`src/core/i2cm_cfg.svh`:
```
`ifndef I2CM_CFG_SVH
`define I2CM_CFG_SVH
// register byte offsets
`define I2CM_OFS_TX      8'h00
`define I2CM_OFS_RX      8'h04
`define I2CM_OFS_CTL     8'h08
`define I2CM_OFS_BST     8'h0c
`define I2CM_OFS_ERR     8'h10
`define I2CM_OFS_INT     8'h14
`define I2CM_OFS_SDIV    8'h18
`define I2CM_OFS_CDIV    8'h1c
`define I2CM_OFS_PIO     8'h20
`define I2CM_OFS_DMOD    8'h24
`define I2CM_OFS_DCL     8'h28
`define I2CM_OFS_DCH     8'h2c
`define I2CM_OFS_DST     8'h30
// command_control fields
`define I2CM_CTL_SR      5
`define I2CM_CTL_CLOCK_STRETCH_ENABLE    4
`define I2CM_CTL_RECEIVE_ACK_SETTING    3
// command codes
`define I2CM_CMD_CLR0    3'h0
`define I2CM_CMD_START   3'h1
`define I2CM_CMD_STOP    3'h2
`define I2CM_CMD_RECV    3'h3
`define I2CM_CMD_XMIT    3'h4
`define I2CM_CMD_BAD5    3'h5
`define I2CM_CMD_BAD6    3'h6
`define I2CM_CMD_CLR7    3'h7
// bus_status fields
`define I2CM_BST_RUN     7
`define I2CM_BST_SDA     5
`define I2CM_BST_SCL     4
`define I2CM_BST_USING   3
`define I2CM_BST_BUSY    2
`define I2CM_BST_ERROR   1
`define I2CM_BST_FINISH  0
// error_status fields
`define I2CM_ERR_ACK     4
`define I2CM_ERR_SCLMM   3
`define I2CM_ERR_SDAMM   2
`define I2CM_ERR_STOP    1
`define I2CM_ERR_START   0
// interrupt_control_status fields
`define I2CM_INT_EFLAG   3
`define I2CM_INT_CFLAG   2
`define I2CM_INT_EEN     1
`define I2CM_INT_CEN     0
// pin_io_control fields
`define I2CM_PIO_HDSDA   5
`define I2CM_PIO_HDSCL   1
// dma_state fields and reset
`define I2CM_DST_TXEMPTY 3
`define I2CM_DST_RXUPD   2
`define I2CM_DST_RESET   8'h08
// reset values
`define I2CM_RST_BYTE    8'h00
// sample divider timing and bit engine last bit index
`define I2CM_SAMP_ZERO   6'd2
`define I2CM_LAST_BIT    4'd8
`endif

```
`src/core/i2cm_pkg.sv`:
```
`default_nettype none
package i2cm_pkg;
	typedef enum logic [1:0] {st_idle, st_start, st_stop, st_bit} i2cm_state_t;

	typedef struct packed {
		logic scl_o;
		logic scl_oe;
		logic sda_o;
		logic sda_oe;
	} i2cm_pins_t;
endpackage : i2cm_pkg
`default_nettype wire

```
`src/core/i2cm_top.sv`:
```
// Overview of operation
// RQ1: sole bus master, no arbitration or slave
// RQ2: holding buffers separate from shift register
// RQ3: transmit byte shifted out MSB first
// RQ4: received bits assembled MSB first, read-only
// RQ5: command field launches start/stop/receive/transmit/clear
// RQ6: command writes ignored while running
// RQ7: soft reset reinitialises starred fields
// RQ8: clock-wait bit enables honouring clock stretching
// RQ9: ack setting on receive; DMA only last
// RQ10: status shows live data and clock levels
// RQ11: status shows bus in use and busy
// RQ12: missing acknowledge sets acknowledge error
// RQ13: driven versus sampled mismatch sets errors
// RQ14: foreign stop sets unexpected-stop error
// RQ15: foreign start sets unexpected-start error
// RQ16: errors clear on resets or valid command
// RQ17: enabled error sets error interrupt flag
// RQ18: enabled completion sets completion interrupt flag
// RQ19: sample clock is clk/(4m), or /2
// RQ20: 8-bit registers, wider accesses use low byte
// RQ21: bus clock is sample clock/(2^n*4)
// RQ22: completion clears run, sets finish, interrupts
// RQ23: line signalling follows two-wire bus timing
//
// Implementation choice: the Wishbone slave port.
`include "i2cm_cfg.svh"
`default_nettype none
module i2cm_top #(
	parameter int WB_AW = 8
) (
	input  wire logic          clk,
	input  wire logic          resetn,
	input  wire logic          wb_cyc_i,
	input  wire logic          wb_stb_i,
	input  wire logic          wb_we_i,
	input  wire logic [7:0]    wb_adr_i,
	input  wire logic [3:0]    wb_sel_i,
	input  wire logic [31:0]   wb_dat_i,
	output logic      [31:0]   wb_dat_o,
	output logic               wb_ack_o,
	input  wire logic          scl_i,
	input  wire logic          sda_i,
	output i2cm_pkg::i2cm_pins_t pins,
	output logic               irq_req
);

	if (WB_AW != 8)
		$error("i2cm_top: WB_AW must be 8");

	////////////////////////////////////////////////////////////////////////
	// register state
	logic [7:0]  transmit_byte;
	logic [7:0]  receive_byte;
	logic        clock_stretch_enable;
	logic        receive_ack_setting;
	logic        run;
	logic        using_bus;
	logic        busy;
	logic        finish;
	logic [4:0]  err;
	logic [3:0]  intcs;
	logic [3:0]  div_m;
	logic [2:0]  div_n;
	logic [7:0]  pio;
	logic [1:0]  dma_mode;
	logic [15:0] dma_cnt;
	logic        tx_empty;
	logic        rx_upd;

	// engine state
	i2cm_pkg::i2cm_state_t state;
	logic [1:0]  phase;
	logic [3:0]  bitn;
	logic [7:0]  shreg;
	logic        is_tx;
	logic        scl_low;
	logic        sda_low;
	logic        cmd_done;
	logic        rx_done;
	logic [2:0]  cur_cmd;
	logic [4:0]  err_set;
	logic        scl_q;
	logic        sda_q;

	////////////////////////////////////////////////////////////////////////
	// wishbone slave, answers one cycle after the request
	logic       req;
	logic       acc;
	logic       wr;
	logic       rd;
	logic [7:0] rdata;

	assign req = wb_cyc_i && wb_stb_i;
	assign acc = req && wb_ack_o;
	assign wr  = acc && wb_we_i && wb_sel_i[0];  // see RQ20
	assign rd  = acc && !wb_we_i;

	always_ff @(posedge clk)
	begin
		if (!resetn)
			wb_ack_o <= 1'b0;
		else
			wb_ack_o <= req && !wb_ack_o;
	end

	always_comb
	begin
		rdata = 8'h00;
		if (wb_adr_i == `I2CM_OFS_TX)
			rdata = transmit_byte;
		else if (wb_adr_i == `I2CM_OFS_RX)
			rdata = receive_byte;
		else if (wb_adr_i == `I2CM_OFS_CTL)
			rdata = {3'h0, clock_stretch_enable, receive_ack_setting, cur_cmd};
		else if (wb_adr_i == `I2CM_OFS_BST)
			rdata = {run, 1'b0, sda_i, scl_i, using_bus, busy, |err,
				finish};  // see RQ10 see RQ11
		else if (wb_adr_i == `I2CM_OFS_ERR)
			rdata = {3'h0, err};
		else if (wb_adr_i == `I2CM_OFS_INT)
			rdata = {4'h0, intcs};
		else if (wb_adr_i == `I2CM_OFS_SDIV)
			rdata = {4'h0, div_m};
		else if (wb_adr_i == `I2CM_OFS_CDIV)
			rdata = {5'h00, div_n};
		else if (wb_adr_i == `I2CM_OFS_PIO)
			rdata = pio;
		else if (wb_adr_i == `I2CM_OFS_DMOD)
			rdata = {6'h00, dma_mode};
		else if (wb_adr_i == `I2CM_OFS_DCL)
			rdata = dma_cnt[7:0];
		else if (wb_adr_i == `I2CM_OFS_DCH)
			rdata = dma_cnt[15:8];
		else if (wb_adr_i == `I2CM_OFS_DST)
			rdata = {4'h0, tx_empty, rx_upd, 2'b00};
	end

	always_ff @(posedge clk)
	begin
		if (!resetn)
			wb_dat_o <= 32'h0000_0000;
		else if (req && !wb_ack_o)
			wb_dat_o <= {24'h000000, rdata};  // see RQ20
	end

	////////////////////////////////////////////////////////////////////////
	// command decode
	logic       soft_rst;
	logic       cmd_wr;
	logic [2:0] code;
	logic       code_ok;
	logic       cmd_go;
	logic       err_clr;

	assign soft_rst = wr && wb_adr_i == `I2CM_OFS_CTL && wb_dat_i[`I2CM_CTL_SR];
	assign cmd_wr   = wr && wb_adr_i == `I2CM_OFS_CTL && !soft_rst;
	assign code     = wb_dat_i[2:0];
	assign code_ok  = code != `I2CM_CMD_BAD5 && code != `I2CM_CMD_BAD6;
	assign cmd_go   = cmd_wr && !run && code != `I2CM_CMD_CLR0 &&
		code != `I2CM_CMD_CLR7 && code_ok;  // see RQ5 see RQ6
	assign err_clr  = cmd_wr && !run && code_ok;  // see RQ16

	always_ff @(posedge clk)
	begin
		if (!resetn || soft_rst)
		begin
			clock_stretch_enable <= 1'b0;  // see RQ7
			receive_ack_setting  <= 1'b0;
			cur_cmd              <= 3'h0;
		end
		else if (cmd_wr && !run)
		begin
			clock_stretch_enable <= wb_dat_i[`I2CM_CTL_CLOCK_STRETCH_ENABLE];
			receive_ack_setting  <= wb_dat_i[`I2CM_CTL_RECEIVE_ACK_SETTING];
			cur_cmd              <= code;
		end
	end

	// plain configuration registers, untouched by soft reset
	always_ff @(posedge clk)
	begin
		if (!resetn)
		begin
			div_m    <= 4'h0;
			div_n    <= 3'h0;
			pio      <= `I2CM_RST_BYTE;
			dma_mode <= 2'h0;
		end
		else if (wr)
		begin
			if (wb_adr_i == `I2CM_OFS_SDIV)
				div_m <= wb_dat_i[3:0];
			else if (wb_adr_i == `I2CM_OFS_CDIV)
				div_n <= wb_dat_i[2:0];
			else if (wb_adr_i == `I2CM_OFS_PIO)
				pio <= wb_dat_i[7:0] & 8'h33;
			else if (wb_adr_i == `I2CM_OFS_DMOD)
				dma_mode <= wb_dat_i[1:0];
		end
	end

	////////////////////////////////////////////////////////////////////////
	// sample clock and quarter-bit enables
	logic [5:0] samp_cnt;
	logic [5:0] samp_per;
	logic       samp_tick;
	logic [6:0] q_cnt;
	logic [6:0] q_lim;
	logic       qtick;

	assign samp_per  = (div_m == 4'h0) ? `I2CM_SAMP_ZERO : {div_m, 2'b00};
	assign samp_tick = samp_cnt >= samp_per - 6'd1;  // see RQ19
	assign q_lim     = (7'd1 << div_n) - 7'd1;
	assign qtick     = samp_tick && q_cnt >= q_lim;  // see RQ21

	always_ff @(posedge clk)
	begin
		if (!resetn)
			samp_cnt <= 6'd0;
		else if (samp_tick)
			samp_cnt <= 6'd0;
		else
			samp_cnt <= samp_cnt + 6'd1;
	end

	always_ff @(posedge clk)
	begin
		if (!resetn || state == i2cm_pkg::st_idle)
			q_cnt <= 7'd0;
		else if (qtick)
			q_cnt <= 7'd0;
		else if (samp_tick)
			q_cnt <= q_cnt + 7'd1;
	end

	////////////////////////////////////////////////////////////////////////
	// bit engine: four quarters per bit, master only
	logic stall;
	logic ack_send;
	logic bit_out;
	logic drv_sda;

	assign stall    = clock_stretch_enable && phase == 2'd2 && !scl_i; // see RQ8
	assign ack_send = (dma_mode == 2'h0 || dma_cnt == 16'h0001) ?
		receive_ack_setting : 1'b0;  // see RQ9
	assign bit_out  = (bitn == `I2CM_LAST_BIT) ? (is_tx || !ack_send) :
		(!is_tx || shreg[7]);  // see RQ3
	assign drv_sda  = (bitn == `I2CM_LAST_BIT) ? !is_tx : is_tx;

	always_ff @(posedge clk)
	begin
		if (!resetn || soft_rst)
		begin
			state    <= i2cm_pkg::st_idle;
			phase    <= 2'd0;
			bitn     <= 4'd0;
			shreg    <= 8'h00;
			is_tx    <= 1'b0;
			scl_low  <= 1'b0;
			sda_low  <= 1'b0;
			cmd_done <= 1'b0;
			rx_done  <= 1'b0;
			err_set  <= 5'h00;
		end
		else
		begin
			cmd_done <= 1'b0;
			rx_done  <= 1'b0;
			err_set  <= 5'h00;
			if (state == i2cm_pkg::st_idle)
			begin
				phase <= 2'd0;
				bitn  <= 4'd0;
				if (cmd_go)
				begin
					is_tx <= code == `I2CM_CMD_XMIT;
					shreg <= transmit_byte;  // see RQ2
					case (code)
						`I2CM_CMD_START: state <= i2cm_pkg::st_start;
						`I2CM_CMD_STOP:  state <= i2cm_pkg::st_stop;
						default:         state <= i2cm_pkg::st_bit;
					endcase
				end
			end
			else if (qtick && !stall)  // see RQ1 see RQ23
			begin
				phase <= phase + 2'd1;
				if (phase == 2'd0 && scl_low && scl_i)
					err_set[`I2CM_ERR_SCLMM] <= 1'b1;  // see RQ13
				if (phase == 2'd2 && !scl_i)
					err_set[`I2CM_ERR_SCLMM] <= 1'b1;  // see RQ13
				case (state)
					i2cm_pkg::st_start:
						case (phase)
							2'd0: sda_low <= 1'b0;
							2'd1: scl_low <= 1'b0;
							2'd2:
							begin
								err_set[`I2CM_ERR_SDAMM] <= !sda_i;  // see RQ13
								sda_low <= 1'b1;
							end
							default:
							begin
								scl_low  <= 1'b1;
								cmd_done <= 1'b1;
								state    <= i2cm_pkg::st_idle;
							end
						endcase
					i2cm_pkg::st_stop:
						case (phase)
							2'd0: sda_low <= 1'b1;
							2'd1: scl_low <= 1'b0;
							2'd2:
							begin
								err_set[`I2CM_ERR_SDAMM] <= sda_i;  // see RQ13
								sda_low <= 1'b0;
							end
							default:
							begin
								cmd_done <= 1'b1;
								state    <= i2cm_pkg::st_idle;
							end
						endcase
					default:
						case (phase)
							2'd0: sda_low <= !bit_out;
							2'd1: scl_low <= 1'b0;
							2'd2:
							begin
								if (drv_sda && sda_i == sda_low)
									err_set[`I2CM_ERR_SDAMM] <= 1'b1;  // see RQ13
								if (!is_tx && bitn != `I2CM_LAST_BIT)
									shreg <= {shreg[6:0], sda_i};  // see RQ4
								if (is_tx && bitn == `I2CM_LAST_BIT && sda_i)
									err_set[`I2CM_ERR_ACK] <= 1'b1;  // see RQ12
							end
							default:
							begin
								scl_low <= 1'b1;
								bitn    <= bitn + 4'd1;
								if (is_tx)
									shreg <= {shreg[6:0], 1'b0};  // see RQ3
								if (bitn == `I2CM_LAST_BIT)
								begin
									cmd_done <= 1'b1;
									rx_done  <= !is_tx;
									state    <= i2cm_pkg::st_idle;
								end
							end
						endcase
				endcase
			end
		end
	end

	always_ff @(posedge clk)
	begin
		pins.scl_o  <= !scl_low;
		pins.scl_oe <= resetn && (scl_low || pio[`I2CM_PIO_HDSCL]);
		pins.sda_o  <= !sda_low;
		pins.sda_oe <= resetn && (sda_low || pio[`I2CM_PIO_HDSDA]);
	end

	////////////////////////////////////////////////////////////////////////
	// buffers and dma counter
	always_ff @(posedge clk)
	begin
		if (!resetn)
			transmit_byte <= `I2CM_RST_BYTE;
		else if (wr && wb_adr_i == `I2CM_OFS_TX)
			transmit_byte <= wb_dat_i[7:0];
	end

	always_ff @(posedge clk)
	begin
		if (!resetn)
			receive_byte <= `I2CM_RST_BYTE;
		else if (rx_done)
			receive_byte <= shreg;  // see RQ2 see RQ4
	end

	always_ff @(posedge clk)
	begin
		if (!resetn)
			dma_cnt <= 16'h0000;
		else if (wr && wb_adr_i == `I2CM_OFS_DCL)
			dma_cnt[7:0] <= wb_dat_i[7:0];
		else if (wr && wb_adr_i == `I2CM_OFS_DCH)
			dma_cnt[15:8] <= wb_dat_i[7:0];
		else if (cmd_done && (cur_cmd == `I2CM_CMD_RECV ||
			cur_cmd == `I2CM_CMD_XMIT) && dma_mode != 2'h0 &&
			dma_cnt != 16'h0000)  // see RQ9
			dma_cnt <= dma_cnt - 16'h0001;
	end

	always_ff @(posedge clk)
	begin
		if (!resetn || soft_rst)
		begin
			tx_empty <= 1'(`I2CM_DST_RESET >> `I2CM_DST_TXEMPTY);
			rx_upd   <= 1'b0;
		end
		else
		begin
			if (cmd_go && code == `I2CM_CMD_XMIT)
				tx_empty <= 1'b1;
			else if (wr && wb_adr_i == `I2CM_OFS_TX)
				tx_empty <= 1'b0;
			if (rx_done)
				rx_upd <= 1'b1;
			else if (rd && wb_adr_i == `I2CM_OFS_RX)
				rx_upd <= 1'b0;
		end
	end

	////////////////////////////////////////////////////////////////////////
	// status, errors and interrupt flags; an event wins over a clear
	logic [4:0] err_now;
	logic       start_seen;
	logic       stop_seen;

	assign start_seen = scl_q && scl_i && sda_q && !sda_i;
	assign stop_seen  = scl_q && scl_i && !sda_q && sda_i;
	assign err_now    = err_set |
		{2'b00, 1'b0, stop_seen && state != i2cm_pkg::st_stop,
		start_seen && state != i2cm_pkg::st_start};  // see RQ14 see RQ15

	always_ff @(posedge clk)
	begin
		scl_q <= scl_i;
		sda_q <= sda_i;
	end

	always_ff @(posedge clk)
	begin
		if (!resetn || soft_rst)
			err <= 5'h00;  // see RQ16
		else
			err <= (err_clr ? 5'h00 : err) | err_now;
	end

	always_ff @(posedge clk)
	begin
		if (!resetn || soft_rst)
		begin
			run       <= 1'b0;
			finish    <= 1'b0;
			using_bus <= 1'b0;
			busy      <= 1'b0;
		end
		else
		begin
			if (cmd_done)
			begin
				run    <= 1'b0;  // see RQ22
				finish <= 1'b1;
			end
			else if (cmd_go)
			begin
				run    <= 1'b1;
				finish <= 1'b0;
			end
			if (cmd_done && cur_cmd == `I2CM_CMD_START)
				using_bus <= 1'b1;  // see RQ11
			else if (cmd_done && cur_cmd == `I2CM_CMD_STOP)
				using_bus <= 1'b0;
			if (start_seen)
				busy <= 1'b1;  // see RQ11
			else if (stop_seen)
				busy <= 1'b0;
		end
	end

	always_ff @(posedge clk)
	begin
		if (!resetn || soft_rst)
			intcs <= 4'h0;
		else
		begin
			if (wr && wb_adr_i == `I2CM_OFS_INT)
				intcs <= {intcs[3:2] & ~wb_dat_i[3:2], wb_dat_i[1:0]};
			if (|err_now && intcs[`I2CM_INT_EEN])
				intcs[`I2CM_INT_EFLAG] <= 1'b1;  // see RQ17
			if (cmd_done && intcs[`I2CM_INT_CEN])
				intcs[`I2CM_INT_CFLAG] <= 1'b1;  // see RQ18
		end
	end

	always_ff @(posedge clk)
	begin
		if (!resetn)
			irq_req <= 1'b0;
		else
			irq_req <= intcs[`I2CM_INT_EFLAG] || intcs[`I2CM_INT_CFLAG];
	end
endmodule : i2cm_top
`default_nettype wire

```
`config.mk`:
```
export PLATFORM = sky130hd
export DESIGN_NAME = i2cm_top
export DESIGN_NICKNAME = d
export VERILOG_FILES = /design/src/core/i2cm_pkg.sv /design/src/core/i2cm_top.sv
export VERILOG_INCLUDE_DIRS = /design/src /design/src/core
export SDC_FILE = /design/constraint.sdc
export NUM_CORES = 1
export LEC_CHECK = 0
export BUFFER_PORTS_ARGS = -buffer_cell sky130_fd_sc_hd__buf_2
export CORE_ASPECT_RATIO = 1.4
export CORE_UTILIZATION = 50
export CTS_CLUSTER_SIZE = 25
export DETAILED_ROUTE_END_ITERATION = 12
export PLACE_DENSITY = 0.83
export REMOVE_ABC_BUFFERS = 1
export SLEW_MARGIN = 20
export SYNTH_ARGS = -nofsm -noshare
export SYNTH_HDL_FRONTEND = slang
export SYNTH_SLANG_ARGS = --single-unit
```
`constraint.sdc`:
```
create_clock -name clk -period 2.7 [get_ports clk]
set_input_delay 0.135 -clock clk [delete_from_list [all_inputs] [get_ports clk]]
set_output_delay 0.135 -clock clk [all_outputs]
set_load 0.1 [all_outputs]
```
Word-level counts from Yosys, hierarchy flattened. Cells that the tools add are included.

Logic and storage cells: 295. Bits in read-only memories: 0. Bits in writable memories: 0. Output and inout bits: 38. Latch bits: 0. Memories kept: 0. Input port bits: 51. Register bits after elaboration: 120.

Eq/ne operators: 42. $lt $le $gt $ge: 2. Add/subtract/negate cells: 7. Div/mod/pow operators: 0. Muxes and demuxes: 67. Shift operators: 1. Bitwise operators: 15. Reduce and logical (&&, ||, !) cells: 117. Multipliers: 0.

Operators with widths (number): 2-to-1 mux 8 bit (21); logical AND 1 bit (48); equality test 8 x 6 -> 1 bit (second input constant) (5); equality test 8 x 5 -> 1 bit (second input constant) (4); 2-to-1 mux 1 bit (27); nonzero test 2 bit (10); equality test 16 x 1 -> 1 bit (second input constant) (1); equality test 8 x 4 -> 1 bit (second input constant) (2); 2-to-1 mux 16 bit (1); case mux 8 bit (2 select lines) (1); nonzero test 16 bit (1); OR reduction 2 bit (8); subtractor 16 x 1 -> 16 bit (second input constant) (1); inequality test 3 bit (second input constant) (5); zero test 1 bit (14); 2-to-1 mux 2 bit (7); AND reduction 4 bit (3); nonzero test 3 bit (4); NOT 1 bit (11); inequality test 2 x 1 -> 1 bit (second input constant) (5); case mux 1 bit (2 select lines) (5); AND reduction 5 bit (2); OR reduction 5 bit (2); equality test 3 x 2 -> 1 bit (second input constant) (3); other kinds (37) (60).

Depth between registers and ports, before layout. Gate-level depths: netlist (run 1).

Word-level depth: 14. Mapped depth: 11. Mapped depth without buffers: 10.

Worst setup path after synthesis (run 1). No wires, ideal clock.

Path kind: reg-to-reg. From: reg wb_ack_o. To: reg dma_cnt[11]. Stages on the path, launching flop included: 9. Path buffers: 2. Period minus slack after synthesis: 2930 ps. Setup time: 130 ps. Arrival time: 2800 ps. Slack: -230 ps. Cells stage by stage: dfxtp_1 -> nand3_1 -> nor4_4 -> and2_1 -> buf_6 -> buf_12 -> nor3_1 -> a21oi_1 -> o21ai_0.

Cells in the longest elaborated chain, start to end: 6.

RTL lines: start: declaration (line i2cm_top.sv:41) `output logic wb_ack_o,`; start signal: assignment (line i2cm_top.sv:104) `wb_ack_o <= req && !wb_ack_o;`; logical AND 1 bit * (line i2cm_top.sv:95) `assign acc = req && wb_ack_o;`; logical AND 1 bit * (2 in series) (line i2cm_top.sv:96) `assign wr = acc && wb_we_i && wb_sel_i[0];`; logical AND 1 bit (no source line); nonzero test 2 bit (no source line) / NOT 1 bit (equally long branches); AND reduction 2 bit (no source line); end signal: assignment (line i2cm_top.sv:390) `dma_cnt[15:8] <= wb_dat_i[7:0];`; end signal: assignment (line i2cm_top.sv:394) `dma_cnt <= dma_cnt - 16'h0001;`; end: declaration (line i2cm_top.sv:67) `logic [15:0] dma_cnt;`.

Every way passes the cells marked *; elsewhere a longest branch is shown, timed or not. A chain may end at the register's enable or synchronous reset.

Final worst setup path (run 1).
From: reg div_m[0]. To: reg bitn[3].

Cells in the longest elaborated chain, start to end: 7.

RTL lines: start: declaration (line i2cm_top.sv:63) `logic [3:0] div_m;`; start signal: assignment (line i2cm_top.sv:193) `div_m <= wb_dat_i[3:0];`; zero test 4 bit (line i2cm_top.sv:212) `` assign samp_per = (div_m == 4'h0) ? `I2CM_SAMP_ZERO : {div_m, 2'b00}; ``; 2-to-1 mux 6 bit * (line i2cm_top.sv:212); subtractor 6 x 1 -> 6 bit * (line i2cm_top.sv:213) `assign samp_tick = samp_cnt >= samp_per - 6'd1;`; greater-or-equal comparator 6 bit * (line i2cm_top.sv:213); logical AND 1 bit * (line i2cm_top.sv:215) `assign qtick = samp_tick && q_cnt >= q_lim;`; logical AND 1 bit * (line i2cm_top.sv:286) `else if (qtick && !stall)`; AND reduction 3 bit (no source line) *; end signal: assignment (line i2cm_top.sv:341) `bitn <= bitn + 4'd1;`; end: declaration (line i2cm_top.sv:74) `logic [3:0] bitn;`.

Marked as above.

==> run metrics, run 1 <==
GRT Overall Usage=28.3%; clk slew on worst S/H paths=0.06 ns; worst reg2reg endpoint=bitn[3]; Worst Hold Class=in2reg; status=completed; Power Density=650 nW/um^2; hold_ws=0.0174 ns; number of synthesized flops with an enable pin=0; ANT cells=0; reg2reg setup slack=0.13 ns; total detailed-routing wirelength=19200 um; Mean Syn Cell Area=approximately 8.3 um^2; final core occ=59.6%; Synth Area in Compound Gates=17.5%; end of the worst hold path=dma_cnt[6]; number of max-cap violations=0; P&R area growth vs syn=16.1%; Req. time, crit path=3.05 ns; Async S/R FF share, synth=0%; min-delay src=wb_dat_i[6]; CTS tree=done; crit-path max FO=6; final non-filler cell total=just over 1000; die height=138 um; Via density=between 6 and 7; number of global-route vias before repair=6090; GR Util met2=around 50%; RD Place Congestion=0.920; DRT Pass-1 Iters=7; fraction of the mapped netlist area in adder cells=5.30%; Hold Path Depth=3; core area=12900 um^2; share of cells above drive strength 1=16.2%; fin area=between 7000 and 8000 um^2; Port Buffers=37; Yosys Warn Count=0; sequential element share of the synthesized area=35.8%; LEAKAGE=2.94 nW; register bit total from synthesis=118; Tmin final=between 2 and 3 ns; Mapped Cells=799; post-synthesis mux area share=under 10%; NumNets Final=935; Worst Setup End Kind=flop; pre-CTS setup slack=-0.0534 ns; Rows=49; Antenna Nets Post-Route=0; largest net degree at the start of global routing=34; Area after DPL=~7000 um^2; Slew @ Worst Pin=0.770 ns; maximum VDD drop=about 0.38 mV; DP Cell Count=986; vias=6476; Ports=89; Clock Tree Buf Depth=2; remaining global-route overflow=0; die area=13700 um^2; Die X=just under 100 um; first-pass GRT wire length=30000 um; Simple-Gate Fraction of Synth Area=approximately a quarter; Root Buffer=clkbuf_16; largest family of logic cells by synthesized area=simple AND/OR/NAND/NOR gates; Slew headroom=48.0%; cells on worst reg2reg path=11; post-synthesis xor/xnor area fraction=2.92%; Initial Util=between 50% and 60%; final HPWL from detailed placement=13200 um; synthesized area=6610 um^2; fin crit share=95.3%; final hold vios=0; CTS Sinks=118; TNS Setup=0 ns; Slew Viols, Final=0; H-tree levels=4; CTS buffer count=17; met1 Track Usage GR=31.1%; Setup WS post-layout=0.126 ns; DRC Markers=0; Final Skew=0.0125 ns; Synth cell types=74; initial antenna violation count=0; Crit path arrival time=2.92 ns; Tot Pwr=4.98 mW; Avg WL per Cell=~19 um; final setup fails=0; Most Used Layer, Global Route=met2; Crit Path Class=reg2reg; Synth Flop Type=dfxtp_1; Worst-Skew Late Latency=0.43 ns; Max Clk Rate=between 0.3 and 0.4 GHz; crit path launch type=flop; GR Layer Usage met3=6.50%; Starting DRT DRC Count=approximately 570; RR Startpoint=div_m[0]
==> sequential cells by signal (all words and copies together) (netlist names), 2 cells and up <==
name and count:
bitn 4, div_n 3, err 5, pio 4
intcs 4, transmit_byte 8, dma_cnt 16, state 2
dma_mode 2, receive_byte 8, phase 2, div_m 4
shreg 8, pins 4, err_set 3, wb_dat_o 8
samp_cnt 6, cur_cmd 3, q_cnt 7
==> layer usage <==
layer  routed length (um)  part of all wire, %
met1                 7170                   37
met5                    0                    0
met4                 1100                  5.7
met2                 9290                   48
met3                 1670                  8.7
==> final cells by class <==
| type | instances | area [um^2] |
|---|---|---|
| fillers | 1065 | 5210 |
| multi-input cells | 618 | 3900 |
| flip-flops and latches | 118 | 2360 |
| repair buffers | 76 | 487 |
| clock buffers | 20 | 457 |
| well taps | 153 | 191 |
| clock inverters | 12 | 176 |
| inverters | 25 | 93.8 |
==> power breakdown <==
group | internal [mW] | leakage, nW | switching [mW]
sequential | 1.77 | 0.954 | 0.0267
combinational | 0.231 | 1.68 | 0.530
clock | 1.59 | 0.306 | 0.834
==> synth_stat cells (4+ instances only) <==
cell type	count	area (um^2)
a211oi_1	8	60.1
a21oi_1	60	300
a22oi_1	4	30.0
a31oi_1	8	50.1
and3_1	9	56.3
buf_2	5	25.0
buf_4	25	188
clkbuf_1	24	90.1
dfxtp_1	118	2360
ha_1	28	350
inv_1	23	86.3
mux2_2	6	67.6
mux2i_1	29	290
mux4_2	4	90.1
nand2_1	63	236
nand2b_1	4	25.0
nand3_1	48	240
nand4_1	15	93.8
nor2_1	97	364
nor3_1	20	100
nor3b_1	6	45.0
nor4_1	6	37.5
nor4_2	4	50.1
o211ai_1	5	37.5
o21ai_0	50	250
o21ai_1	7	35.0
o22ai_1	12	75.1
or2_2	7	43.8
or3_1	7	43.8
or4_1	5	37.5
xnor2_1	8	70.1
xor2_1	14	123
==> critical path, cell delays in order, from the launching register on <==
cell     delay (ns)
dfxtp_1        0.31
or2_4          0.27
nor3b_1        0.18
a21oi_1        0.06
ha_1           0.28
nor3_1         0.05
nor2_1         0.18
o41a_1         0.41
buf_4          0.19
nand3_1        0.07
or3_1          0.35
a21oi_1        0.14
==> worst max-delay path by stage <==
stage	from	endpoint	slack, ns	cells after the start
after global placement	div_m[0]	shreg[3]	0.03	11
after CTS	div_m[0]	q_cnt[6]	0.11	10
final	div_m[0]	bitn[3]	0.13	11
after detailed placement	div_m[0]	shreg[3]	-0.05	11
after floorplan	wb_ack_o	shreg[3]	-0.73	6
after global routing	div_m[0]	bitn[3]	-0.01	11
==> logic make-up (layout without fill, tap and decap cells) <==
family          count (synthesis)  after routing
simple gates                  317            317
compound gates                188            188
flops                         118            118
buf+inv                        86            133
mux                            39             39
fa+ha+maj                      28             28
xor+xnor                       22             22
other cells                     1             24
==> cells in the final DEF, fill, tap and decap left out, types with 5 or more instances in the layout <==
cell type	synthesis	final
and3_1	9	9
or4_1	5	5
or3_1	7	7
conb_1	1	24
or2_2	7	6
mux2i_1	29	29
buf_4	25	36
nor2_1	97	97
inv_1	23	23
buf_2	5	37
o21ai_0	50	50
nand4_1	15	15
nand3_1	48	48
a31oi_1	8	8
o21ai_1	7	7
nor4_1	6	6
nor3b_1	6	6
nor3_1	20	18
mux2_2	6	6
o22ai_1	12	12
clkbuf_16	0	17
a211oi_1	8	7
xnor2_1	8	8
ha_1	28	28
dfxtp_1	118	116
xor2_1	14	14
a21oi_1	60	60
o211ai_1	5	5
nand2_1	63	63
==> repair_timing <==
item                                    CTS  global route
hold buffers                              2             0
endpoints found under the setup margin    3            11
resized for setup                         1             8
endpoints found under the hold margin     2             0
cloned                                    0             0
pin swaps                                 0             2
setup buffers                             0             2
Power figures use the tool's default switching activity.
==> run 2: changes to the inputs <==
--- a/config.mk
+++ b/config.mk
@@ -12,5 +12,5 @@
 export CTS_CLUSTER_SIZE = 25
 export DETAILED_ROUTE_END_ITERATION = 12
-export PLACE_DENSITY = 0.83
+export PLACE_DENSITY = 0.7
 export REMOVE_ABC_BUFFERS = 1
 export SLEW_MARGIN = 20
==> constraint.sdc (replaced) <==
create_clock -name clk -period 2.7 [get_ports clk]
set_input_delay 0.135 -clock clk [delete_from_list [all_inputs] [get_ports clk]]
set_output_delay 0.135 -clock clk [all_outputs]
set_load 0.01 [all_outputs]
==> run metrics, run 2 (synthesized netlist as in run 1, its figures left out) <==
Slew headroom=45.7% (-2.2 points); Req. time, crit path=3.01 ns (-0.04 ns); Worst Hold Class=in2reg; Tmin final=2.51 ns (-0.0625 ns); final setup fails=0 (unchanged); Die X=99.1 um (unchanged); commonest non-fill, non-tap cell in the layout=dfxtp_1; crit-path max FO=12 (+6); number of global-route vias before repair=6034 (-0.92%); final hold vios=0 (unchanged); P&R area growth vs syn=15.8%; remaining global-route overflow=0 (unchanged); final HPWL from detailed placement=14400 um (+8.8%); Top reg by flops=dma_cnt; TNS Setup=0 ns (unchanged); core area=12900 um^2 (unchanged); Worst Setup End Kind=flop; first-pass GRT wire length=30800 um (+2.9%); Max Clk Rate=0.398 GHz (+2.5%); Rows=49 (unchanged); ANT cells=0 (unchanged); hold_ws=0.0335 ns (+0.0161 ns); Largest register FFs=16 (unchanged); total detailed-routing wirelength=19700 um (+2.3%); GRT Overall Usage=29.4% (+1.1 points); Via density=6.21 (-1.9%); RSZ-0062 raised after global routing=false; Hold Path Depth=3 (unchanged); CTS buffer count=17 (unchanged); Antenna Nets Post-Route=0 (unchanged); Clock Tree Buf Depth=2 (unchanged); Slew Viols, Final=0 (unchanged); Slew @ Worst Pin=0.811 ns (+0.0411 ns); NumNets Final=935 (unchanged); Root Buffer=clkbuf_16; CTS Sinks=118 (unchanged); LEAKAGE=2.93 nW (-0.36%); crit path launch type=flop; status=completed; Worst-Skew Late Latency=0.42 ns (about the same); most frequent cells in the layout=dfxtp_1 (118), nor2_1 (97), nand2_1 (63), a21oi_1 (60), o21ai_0 (50); Final Skew=0.0120 ns (-0.000436 ns); DRC Markers=0 (unchanged); DRT Pass-1 Iters=6 (-1); die area=13700 um^2 (unchanged); Crit path arrival time=2.82 ns (-0.10 ns); H-tree levels=4 (unchanged); clk slew on worst S/H paths=0.05 ns (about the same); initial antenna violation count=0 (unchanged); cells on worst reg2reg path=10 (-1); Power Density=612 nW/um^2 (-5.8%); Initial Util=51.3% (unchanged); Tot Pwr=4.68 mW (-6.0%); die height=138 um (unchanged); number of max-cap violations=0 (unchanged); Crit Path Class=reg2reg; share of cells above drive strength 1=16.1% (-0.12 points); RD Place Congestion=0.925 (+0.51%); Fillers=1133 (+6.4%); Ports=89 (unchanged); CTS tree=done; Avg WL per Cell=19.3 um (+2.3%); Starting DRT DRC Count=475 (-17%); fin crit share=93.0% (-2.3 points); maximum VDD drop=0.341 mV (-11%); Port Buffers=37 (unchanged); largest net degree at the start of global routing=34 (unchanged); vias=6351 (-1.9%)
[run 2: path summary, 6_finish.rpt]
path | startpoint | to | slack, ns
worst max-delay path | div_m[0] | state[1] | 0.19
worst max register to register | div_m[0] | state[1] | 0.19
worst min-delay path | wb_dat_i[6] | dma_cnt[6] | 0.03
worst min register to register | wb_dat_o[5] | wb_dat_o[5] | 0.46
[run 2: through the flow]
stage / cells / setup slack (ns) / area [um^2] / util, %
3_3_place_gp: 986 / 0.0870 / 6960 / 54.1
6_report: 1022 / 0.188 / 7650 / 59.4
5_1_grt: 1022 / 0.00813 / 7650 / 59.4
2_1_floorplan: 761 / -0.0125 / 6320 / -
3_5_place_dp: 986 / 0.00802 / 6960 / 54.1
4_1_cts: 1020 / 0.00319 / 7610 / 59.1
[run 2: repair_timing]
action	4_1_cts	5_1_grt
setup endpoints to repair	1	24
setup buffers	0	2
hold buffers	2	0
gates resized for setup	1	5
hold endpoints to repair	2	0
[run 2: cell type report]
cell class / instances / area (um^2) / area share (%)
tap: 153 / 191 / 2.50
inverter: 25 / 93.8 / 1.23
sequential: 118 / 2360 / 30.9
timing repair buffer: 76 / 483 / 6.31
clock buffer: 21 / 470 / 6.15
clock inverter: 11 / 149 / 1.95
multi-input combinational: 618 / 3900 / 51.0
[run 2: critical path, stage by stage, from the launching register on]
cell,delay (ns)
dfxtp_1,0.30
or2_2,0.34
nor3_2,0.17
or2_2,0.15
ha_1,0.21
o21ai_0,0.18
nor2_1,0.09
o41a_4,0.44
nand3_1,0.16
a21oi_1,0.12
o32ai_1,0.24
[run 2: power breakdown]
part           internal [mW]  switching, mW  leakage (nW)
registers               1.77         0.0254         0.953
logic                  0.214          0.336          1.68
clock network           1.52          0.814         0.295
[run 2: per-layer routing]
metal | global-route usage [%] | wire, um | up-vias
li1 | - | - | 2961
met1 | 33.3 | 7630 | 3004
met2 | 50.8 | 9700 | 324
met3 | 6.65 | 1400 | 62
met4 | 17.4 | 954 | 0
met5 | 0 | 0 | -
